## src/include/tmr8_pkg.sv

```systemverilog
// tmr8_pkg: constants for the 8-bit timer counter and compare units
// assumes nothing beyond a SystemVerilog compiler
package tmr8_pkg;
   localparam logic [7:0] TMR8_BOTTOM    = 8'h00;
   localparam logic [7:0] TMR8_MAX       = 8'hFF;
   localparam logic [7:0] TMR8_CNT_RST   = 8'h00;
   localparam logic [7:0] TMR8_OCR_RST   = 8'h00;
   localparam logic [2:0] TMR8_CS_STOP   = 3'h0;
   localparam logic [1:0] TMR8_COM_NONE  = 2'h0;
   localparam logic [1:0] TMR8_COM_TOG   = 2'h1;
   localparam logic [1:0] TMR8_COM_CLR   = 2'h2;
   localparam logic [1:0] TMR8_COM_SET   = 2'h3;
   // waveform generation mode codes
   localparam logic [2:0] TMR8_WGM_NORMAL   = 3'h0;
   localparam logic [2:0] TMR8_WGM_PC_MAX   = 3'h1;
   localparam logic [2:0] TMR8_WGM_CTC      = 3'h2;
   localparam logic [2:0] TMR8_WGM_FAST_MAX = 3'h3;
   localparam logic [2:0] TMR8_WGM_PC_OCRA  = 3'h5;
   localparam logic [2:0] TMR8_WGM_FAST_OCRA = 3'h7;
   // prescaler divisions selected by clock_source_select 2..5
   localparam int TMR8_DIV8    = 8;
   localparam int TMR8_DIV64   = 64;
   localparam int TMR8_DIV256  = 256;
   localparam int TMR8_DIV1024 = 1024;
   localparam int TMR8_PRE_W   = 10;
endpackage : tmr8_pkg

```

## src/include/tmr8_cmp_if.sv

```systemverilog
// tmr8_cmp_if: signals between the counter core and one compare unit
// assumes a single clock domain shared by both ends
`timescale 1ns/10ps
interface tmr8_cmp_if;
   logic [7:0] count;
   logic [2:0] wgm;
   logic       tick;
   logic       top;
   logic       bottom;
   logic       up;
   logic       block;
   logic       buf_en;
   logic       wr;
   logic [7:0] wdata;
   logic       force_stb;
   logic [1:0] com;
   logic [7:0] ocr;
   logic [7:0] rdata;
   logic       match;
   logic       oc;
   modport core (output count, wgm, tick, top, bottom, up, block, buf_en,
                 wr, wdata, force_stb, com,
                 input ocr, rdata, match, oc);
   modport unit (input count, wgm, tick, top, bottom, up, block, buf_en,
                 wr, wdata, force_stb, com,
                 output ocr, rdata, match, oc);
endinterface : tmr8_cmp_if

```

## src/tmr8_cmp_unit.sv

```systemverilog
// tmr8_cmp_unit: one compare unit with buffered compare value and output state
// assumes the core drives tick, top, bottom and block on the same clock
`timescale 1ns/10ps
module tmr8_cmp_unit
   import tmr8_pkg::*;
(
   // clock and reset
   input wire logic clk,
   input wire logic rst,
   // core side
   tmr8_cmp_if.unit cmp
);
   logic [7:0] ocr_q;
   logic [7:0] buf_q;
   logic       oc_q;
   logic       eq;
   logic       pwm;
   logic       fire;
   logic       upd;

   assign pwm = cmp.buf_en;
   assign eq  = (cmp.count == ocr_q);
   assign cmp.match = eq & ~cmp.block;
   assign cmp.ocr   = ocr_q;
   assign cmp.rdata = pwm ? buf_q : ocr_q;
   assign cmp.oc    = oc_q;

   // buffered value moves at top in fast pwm, at bottom in phase correct
   assign upd = cmp.tick & ((cmp.wgm[0] & cmp.wgm[1]) ? cmp.top
                                                      : cmp.bottom);

   always_ff @(posedge clk or posedge rst) begin
      if (rst) begin
         buf_q <= TMR8_OCR_RST;
      end else if (cmp.wr) begin
         buf_q <= cmp.wdata;
      end
   end

   always_ff @(posedge clk or posedge rst) begin
      if (rst) begin
         ocr_q <= TMR8_OCR_RST;
      end else if (!pwm && cmp.wr) begin
         ocr_q <= cmp.wdata;
      end else if (pwm && upd) begin
         ocr_q <= buf_q;
      end
   end

   // waveform action; com read live, never buffered
   assign fire = (cmp.tick & cmp.match) | (~pwm & cmp.force_stb);

   always_ff @(posedge clk or posedge rst) begin
      if (rst) begin
         oc_q <= 1'b0;
      end else if (!pwm) begin
         if (fire) begin
            unique case (cmp.com)
               TMR8_COM_NONE: oc_q <= oc_q;
               TMR8_COM_TOG:  oc_q <= ~oc_q;
               TMR8_COM_CLR:  oc_q <= 1'b0;
               TMR8_COM_SET:  oc_q <= 1'b1;
            endcase
         end
      end else if (cmp.tick && cmp.com[1]) begin
         // pwm: non-inverted clears on match counting up, sets on the tick at bottom in fast pwm and on match counting down in phase correct
         if (cmp.match) begin
            oc_q <= cmp.up ? cmp.com[0] : ~cmp.com[0];
         end else if (cmp.wgm[1] && cmp.bottom) begin
            oc_q <= ~cmp.com[0];
         end
      end
      // mode change alone never touches oc_q
   end
endmodule : tmr8_cmp_unit

```

## src/tmr8_timer.sv

```systemverilog
// tmr8_timer: 8-bit timer counter unit with two compare units
// assumes control inputs come from cpu logic on CLK; T0 pin is asynchronous
`timescale 1ns/10ps
module tmr8_timer
   import tmr8_pkg::*;
(
   // clock and reset
   input  wire logic       CLK,
   input  wire logic       SYS_RST,
   // control register a and b fields
   input  wire logic [1:0] WAVEFORM_MODE_BIT10,
   input  wire logic       WAVEFORM_MODE_BIT2,
   input  wire logic [2:0] CLOCK_SOURCE_SELECT,
   input  wire logic [1:0] MATCH_OUTPUT_ACTION_A,
   input  wire logic [1:0] MATCH_OUTPUT_ACTION_B,
   input  wire logic       FORCE_MATCH_STROBE_A,
   input  wire logic       FORCE_MATCH_STROBE_B,
   // external count pin
   input  wire logic       T0_PIN,
   // counter access
   input  wire logic       COUNTER_WR,
   input  wire logic [7:0] COUNTER_WDATA,
   output      logic [7:0] COUNTER_VALUE,
   // compare value access
   input  wire logic       COMPARE_A_WR,
   input  wire logic       COMPARE_B_WR,
   input  wire logic [7:0] COMPARE_WDATA,
   output      logic [7:0] COMPARE_VALUE_A,
   output      logic [7:0] COMPARE_VALUE_B,
   // flags: write one to clear, ack on interrupt service
   input  wire logic [2:0] FLAG_CLEAR,
   input  wire logic [2:0] INT_ENABLE,
   input  wire logic [2:0] INT_ACK,
   output      logic       OVERFLOW_FLAG,
   output      logic       MATCH_FLAG_A,
   output      logic       MATCH_FLAG_B,
   output      logic [2:0] INT_REQ,
   // waveform outputs
   output      logic       WAVEFORM_OUTPUT_A,
   output      logic       WAVEFORM_OUTPUT_B
);
   tmr8_cmp_if cia ();
   tmr8_cmp_if cib ();

   logic [7:0]          cnt_q;
   logic                up_q;
   logic                block_q;
   logic [TMR8_PRE_W-1:0] pre_q;
   logic [2:0]          t0_sync_q;
   logic                tick;
   logic [2:0]          wgm;
   logic                pwm;
   logic                pc_mode;
   logic [7:0]          top_val;
   logic                at_top;
   logic                at_bottom;
   logic [2:0]          flag_q;
   logic [2:0]          flag_set;
   logic [2:0]          flag_clr;
   logic [7:0]          cnt_d;

   function automatic logic pre_hit(input logic [TMR8_PRE_W-1:0] p, input int div);
      pre_hit = (p & TMR8_PRE_W'(div - 1)) == '0;
   endfunction : pre_hit

   assign wgm     = {WAVEFORM_MODE_BIT2, WAVEFORM_MODE_BIT10};
   assign pwm     = wgm[0];
   assign pc_mode = wgm[0] & ~wgm[1];
   assign top_val = (wgm == TMR8_WGM_CTC || wgm[2]) ? cia.ocr : TMR8_MAX;
   assign at_top    = (cnt_q == top_val);
   assign at_bottom = (cnt_q == TMR8_BOTTOM);

   // prescaler and external pin, two stages before the edge detector
   always_ff @(posedge CLK or posedge SYS_RST) begin
      if (SYS_RST) begin
         pre_q <= '0;
      end else begin
         pre_q <= pre_q + 1'b1;
      end
   end

   always_ff @(posedge CLK or posedge SYS_RST) begin
      if (SYS_RST) begin
         t0_sync_q <= 3'h0;
      end else begin
         t0_sync_q <= {t0_sync_q[1:0], T0_PIN};
      end
   end

   always_comb begin
      unique case (CLOCK_SOURCE_SELECT)
         TMR8_CS_STOP: tick = 1'b0;
         3'h1:         tick = 1'b1;
         3'h2:         tick = pre_hit(pre_q, TMR8_DIV8);
         3'h3:         tick = pre_hit(pre_q, TMR8_DIV64);
         3'h4:         tick = pre_hit(pre_q, TMR8_DIV256);
         3'h5:         tick = pre_hit(pre_q, TMR8_DIV1024);
         3'h6:         tick = t0_sync_q[2] & ~t0_sync_q[1];
         3'h7:         tick = ~t0_sync_q[2] & t0_sync_q[1];
      endcase
   end

   // counter next value
   always_comb begin
      cnt_d = cnt_q;
      if (tick) begin
         if (pc_mode) begin
            cnt_d = (up_q && !at_top) || (!up_q && at_bottom) ? cnt_q + 8'h01
                                                               : cnt_q - 8'h01;
         end else if (at_top && wgm != TMR8_WGM_NORMAL) begin
            cnt_d = TMR8_BOTTOM;
         end else begin
            cnt_d = cnt_q + 8'h01;
         end
      end
   end

   always_ff @(posedge CLK or posedge SYS_RST) begin
      if (SYS_RST) begin
         cnt_q <= TMR8_CNT_RST;
      end else if (COUNTER_WR) begin
         cnt_q <= COUNTER_WDATA;
      end else begin
         cnt_q <= cnt_d;
      end
   end

   always_ff @(posedge CLK or posedge SYS_RST) begin
      if (SYS_RST) begin
         up_q <= 1'b1;
      end else if (!pc_mode) begin
         up_q <= 1'b1;
      end else if (tick && !COUNTER_WR) begin
         if (at_top) begin
            up_q <= 1'b0;
         end else if (at_bottom) begin
            up_q <= 1'b1;
         end
      end
   end

   // block holds from a counter write until the next tick is consumed
   always_ff @(posedge CLK or posedge SYS_RST) begin
      if (SYS_RST) begin
         block_q <= 1'b0;
      end else if (COUNTER_WR) begin
         block_q <= 1'b1;
      end else if (tick) begin
         block_q <= 1'b0;
      end
   end

   // flags: set on tick at match or overflow; set wins over clear
   // a counter write overrides the wrap, so no overflow on that tick
   assign flag_set[0] = tick & ~COUNTER_WR & (pc_mode ? (at_bottom & ~up_q)
                        : ((wgm != TMR8_WGM_CTC) & (cnt_d == TMR8_BOTTOM)));
   assign flag_set[1] = tick & cia.match;
   assign flag_set[2] = tick & cib.match;
   assign flag_clr    = FLAG_CLEAR | INT_ACK;

   always_ff @(posedge CLK or posedge SYS_RST) begin
      if (SYS_RST) begin
         flag_q <= 3'h0;
      end else begin
         flag_q <= (flag_q & ~flag_clr) | flag_set;
      end
   end

   // compare unit connections
   assign cia.count     = cnt_q;
   assign cia.wgm       = wgm;
   assign cia.tick      = tick;
   assign cia.top       = at_top;
   assign cia.bottom    = at_bottom;
   assign cia.up        = up_q;
   assign cia.block     = block_q;
   assign cia.buf_en    = pwm;
   assign cia.wr        = COMPARE_A_WR;
   assign cia.wdata     = COMPARE_WDATA;
   assign cia.force_stb = FORCE_MATCH_STROBE_A;
   assign cia.com       = MATCH_OUTPUT_ACTION_A;
   assign cib.count     = cnt_q;
   assign cib.wgm       = wgm;
   assign cib.tick      = tick;
   assign cib.top       = at_top;
   assign cib.bottom    = at_bottom;
   assign cib.up        = up_q;
   assign cib.block     = block_q;
   assign cib.buf_en    = pwm;
   assign cib.wr        = COMPARE_B_WR;
   assign cib.wdata     = COMPARE_WDATA;
   assign cib.force_stb = FORCE_MATCH_STROBE_B;
   assign cib.com       = MATCH_OUTPUT_ACTION_B;

   tmr8_cmp_unit u_cmp_a (
      .clk (CLK),
      .rst (SYS_RST),
      .cmp (cia)
   );

   tmr8_cmp_unit u_cmp_b (
      .clk (CLK),
      .rst (SYS_RST),
      .cmp (cib)
   );

   assign COUNTER_VALUE     = cnt_q;
   assign COMPARE_VALUE_A   = cia.rdata;
   assign COMPARE_VALUE_B   = cib.rdata;
   assign OVERFLOW_FLAG     = flag_q[0];
   assign MATCH_FLAG_A      = flag_q[1];
   assign MATCH_FLAG_B      = flag_q[2];
   assign INT_REQ           = flag_q & INT_ENABLE;
   assign WAVEFORM_OUTPUT_A = cia.oc;
   assign WAVEFORM_OUTPUT_B = cib.oc;
endmodule : tmr8_timer

```

## config.mk

```make
export PLATFORM = sky130hd
export DESIGN_NAME = tmr8_timer
export DESIGN_NICKNAME = d
export VERILOG_FILES = /design/src/include/tmr8_pkg.sv /design/src/include/tmr8_cmp_if.sv /design/src/tmr8_cmp_unit.sv /design/src/tmr8_timer.sv
export SDC_FILE = /design/constraint.sdc
export NUM_CORES = 1
export LEC_CHECK = 0
export ABC_AREA = 1
export BUFFER_PORTS_ARGS = -buffer_cell sky130_fd_sc_hd__clkbuf_2
export CAP_MARGIN = 30
export CORE_MARGIN = 3
export CORE_UTILIZATION = 55
export CTS_BUF_LIST = sky130_fd_sc_hd__clkbuf_8
export CTS_CLUSTER_SIZE = 40
export DETAILED_ROUTE_END_ITERATION = 8
export MAX_ROUTING_LAYER = met4
export PLACE_DENSITY = 0.77
export RECOVER_POWER = 100
export SYNTH_ARGS = -nofsm -noshare
export SYNTH_HDL_FRONTEND = slang
export SYNTH_SLANG_ARGS = --single-unit
```

## constraint.sdc

```tcl
create_clock -name CLK -period 5.7 [get_ports CLK]
set_input_delay 1.14 -clock CLK [delete_from_list [all_inputs] [get_ports CLK]]
set_output_delay 1.14 -clock CLK [all_outputs]
set_load 0.01 [all_outputs]
```

==> impl_metrics.csv <==
group,metric,value,unit
outcome,status,"finished with violations",
outcome,violations,"capacitance limit, slew limit",
die,pin_count,75,
synthesis,syn-cell-area,3740,um^2
clock_network,post_cts_resized,0,
sta,finalCritPeriodShare,72.5,%
sta,fmax,242,MHz
sta,max-slew-margin-rel,-110,%
routing,vias,3648,
layout,syn_to_final_growth,12.6,%
sta,fin_tns_setup,0,ns
die,die_height,88.5,um
place,placed_cell_area,4120,um^2
clock_network,cts_setup_buffers,0,
synthesis,synthCells,511,
grt,globalRouteTotalUtil,26.3,%
routing,drt_iter0_drc,228,
sta,setup_viol,0,
grt,grt_start_max_net_pins,61,
power_and_ir_drop,ir_drop,0.176,mV
layout,fin_cells,659,
power_and_ir_drop,p_leak,2.07,nW
die,die_area,7830,um^2
synthesis,syn_nets,559,
clock_network,cts.htree.levels,3,
layout,nets,627,
power_and_ir_drop,p_per_area,269,nW/um^2
grt,grt_pass1_wl,15500,um
sta,slew_violations,61,
synthesis,async_flop_share,100,%
synthesis,netlist_top_cells_area,"dfrtp_1 (39%), nand2_1 (14%), o21ai_0 (7.8%)",
clock_network,cts_tree,"built",
clock_network,cts.sinks,60,
clock_network,clk_pin_slew_worst_paths,0.07,ns
die,start_util,57.9,%
synthesis,yosysTopAreaCell,"dfrtp_1",
layout,final_util,65.2,%
sta,fin_crit,4.13,ns
clock_network,clk_latency,0.34,ns
synthesis,ys.flop_type,"dfrtp_1",
grt,grt-ovfl-total,0,
worst_setup_path,path_class,"primary input to flip-flop",
sta,worst_pin_slew,3.15,ns
die,dieWidth,88.5,um
worst_setup_path,crit_path_start_kind,"primary input",
synthesis,synth-edff-count,0,
clock_network,holdBufCountCts,0,
clock_network,cts_buffers,9,
place,placedCellCount,645,
clock_network,clk_path_buf_depth,2,
synthesis,ys_seq_area_share,40.2,%
routing,firstDrtPassIters,5,
sta,rsz0062_at_grt,"no",
worst_setup_path,crit_arrival,4.41,ns
synthesis,syn_avg_cell_area,7.32,um^2
clock_network,cts_root_buf,"clkbuf_8",
synthesis,synth_top_area_share,39.5,%
flow_run,maxCapViolations,1,
place,hpwlAfterDp,7030,um
routing,postRouteAntennaNets,0,
worst_setup_path,required,5.98,ns
sta,hold_violations,0,
layout,final_area,4210,um^2
routing,wl,9420,um
synthesis,ys_types,44,
layout,diodes,0,
sta,fin_skew,0.00917,ns
place,portBuffers,74,
grt,antenna_found_initial,0,
layout,drive_above_1_share,12.9,%
place,place_congestion,0.879,
routing,wl_per_cell,14.3,um
synthesis,synth-seq-cells,60,
die,core_area,6460,um^2
routing,drc,0,
grt,grt_pass1_vias,3345,
die,num_rows,29,
worst_setup_path,end_kind,"flip-flop",
worst_setup_path,critPathMaxFanout,39,
synthesis,yosysWarnings,0,
min_path,min_path_type,"flip-flop to flip-flop",
routing,vias_per_cell,5.54,
critical path, stage by stage:
cell and delay, ns:
clkbuf_1 0.97, inv_1 0.51, nand2_1 0.21, nand2_1 0.10, nand3_1 0.09, nand2_1 0.07
nand2_1 0.07, nor2_1 0.06, nand2_1 0.14, nand2_4 0.10, nand2_1 0.20, nand2_1 0.09
nand3_1 0.09, o21ai_0 0.13, nor2_1 0.11, nand2_1 0.06, o21bai_1 0.13, nand2_1 0.07
nand2_1 0.05
final timing paths:
kind	from	endpoint	slack [ns]	depth (start not counted)
setup / recovery	WAVEFORM_MODE_BIT10[0]	flag_q[0]$_DFF_PP0_	1.57	19
hold / removal	t0_sync_q[0]$_DFF_PP0_	t0_sync_q[1]$_DFF_PP0_	0.35	0
setup reg to reg	pre_q[0]$_DFF_PP0_	u_cmp_b.cmp.ocr[5]$_DFFE_PP0P_	2.89	16
hold reg to reg	t0_sync_q[0]$_DFF_PP0_	t0_sync_q[1]$_DFF_PP0_	0.35	0
max in group asynchronous	SYS_RST	u_cmp_b.cmp.ocr[2]$_DFFE_PP0P_	1.94	3
min in group asynchronous	SYS_RST	pre_q[0]$_DFF_PP0_	1.96	3
stage by stage:
| stage | worst slack (ns) | total power, mW | hold slack (ns) |
|---|---|---|---|
| 2_1_floorplan | 2.67 | 0.714 | 0.331 |
| 3_3_place_gp | 2.21 | 0.803 | 0.350 |
| 3_5_place_dp | 2.13 | 0.811 | 0.338 |
| 4_1_cts | 2.47 | 1.15 | 0.357 |
| 5_1_grt | 1.08 | 1.20 | 0.363 |
| 6_report | 1.57 | 1.13 | 0.351 |
registers in the layout, indices dropped and copies added, names as in the netlist:
| signal | cells |
|---|---|
| block_q | 1 |
| u_cmp_a.cmp.oc | 1 |
| u_cmp_a.buf_q | 8 |
| pre_q | 10 |
| u_cmp_a.cmp.ocr | 8 |
| u_cmp_b.cmp.ocr | 8 |
| u_cmp_b.cmp.oc | 1 |
| cia.up | 1 |
| u_cmp_b.buf_q | 8 |
| t0_sync_q | 3 |
| COUNTER_VALUE | 8 |
| flag_q | 3 |
kinds of logic (layout without fill, tap and decap cells):
group | after synthesis | in the layout | synth area share (%)
flip-flops | 60 | 60 | 40.2
AO/OA/AOI/OAI | 112 | 112 | 17.2
XOR/XNOR | 20 | 20 | 4.68
adder cells (fa/ha/maj) | 5 | 5 | 1.67
buffers and inverters | 85 | 156 | 9.30
AND/OR/NAND/NOR | 229 | 229 | 26.9
layout make-up:
type	count	area (um^2)
flip-flops and latches	60	1500
repair buffers	75	329
clock inverters	4	27.5
clock buffers	10	138
well taps	77	96.3
fillers	624	2250
inverters	67	258
multi-input cells	366	1860
power breakdown:
part	total (mW)	internal [mW]	switching (mW)
Clock	0.337	0.164	0.173
Sequential	0.515	0.468	0.0469
Combinational	0.280	0.0972	0.183
layer usage:
metal / track usage (%) / up-vias / part of all wire (%)
li1: - / 1800 / -
met1: 34.9 / 1656 / 46
met2: 41.0 / 166 / 45
met3: 4.93 / 26 / 7.0
met4: 8.24 / 0 / 2.3
met5: - / - / 0
cell usage after synthesis, types with 2 or more instances:
| cell | number |
|---|---|
| nor2_4 | 2 |
| nand2_2 | 7 |
| dfrtp_1 | 59 |
| o22ai_1 | 8 |
| buf_4 | 3 |
| nor2_2 | 4 |
| o21ai_2 | 2 |
| xor2_1 | 15 |
| a31oi_1 | 7 |
| ha_1 | 5 |
| nor2_1 | 35 |
| inv_1 | 56 |
| nand4_1 | 5 |
| o21ai_1 | 8 |
| inv_4 | 2 |
| o21ai_0 | 58 |
| o211ai_1 | 13 |
| o221ai_1 | 2 |
| buf_2 | 3 |
| clkbuf_1 | 11 |
| nand3_1 | 26 |
| nor3_1 | 4 |
| inv_2 | 7 |
| a21oi_1 | 8 |
| nand2_1 | 137 |
| nand2_4 | 2 |
| xnor2_1 | 5 |
cells in the final DEF (no fill, tap or decap), types with 5 or more instances in the layout:
master	instances
nand2_1	143
o21ai_0	62
dfrtp_1	59
inv_1	56
clkbuf_2	38
nor2_1	37
clkbuf_1	37
nand3_1	26
xor2_1	15
o211ai_1	13
clkbuf_8	10
a21oi_1	8
o22ai_1	8
a31oi_1	7
inv_2	6
nand4_1	5
xnor2_1	5
ha_1	5
Note: power is estimated with default switching activity, not from simulation.
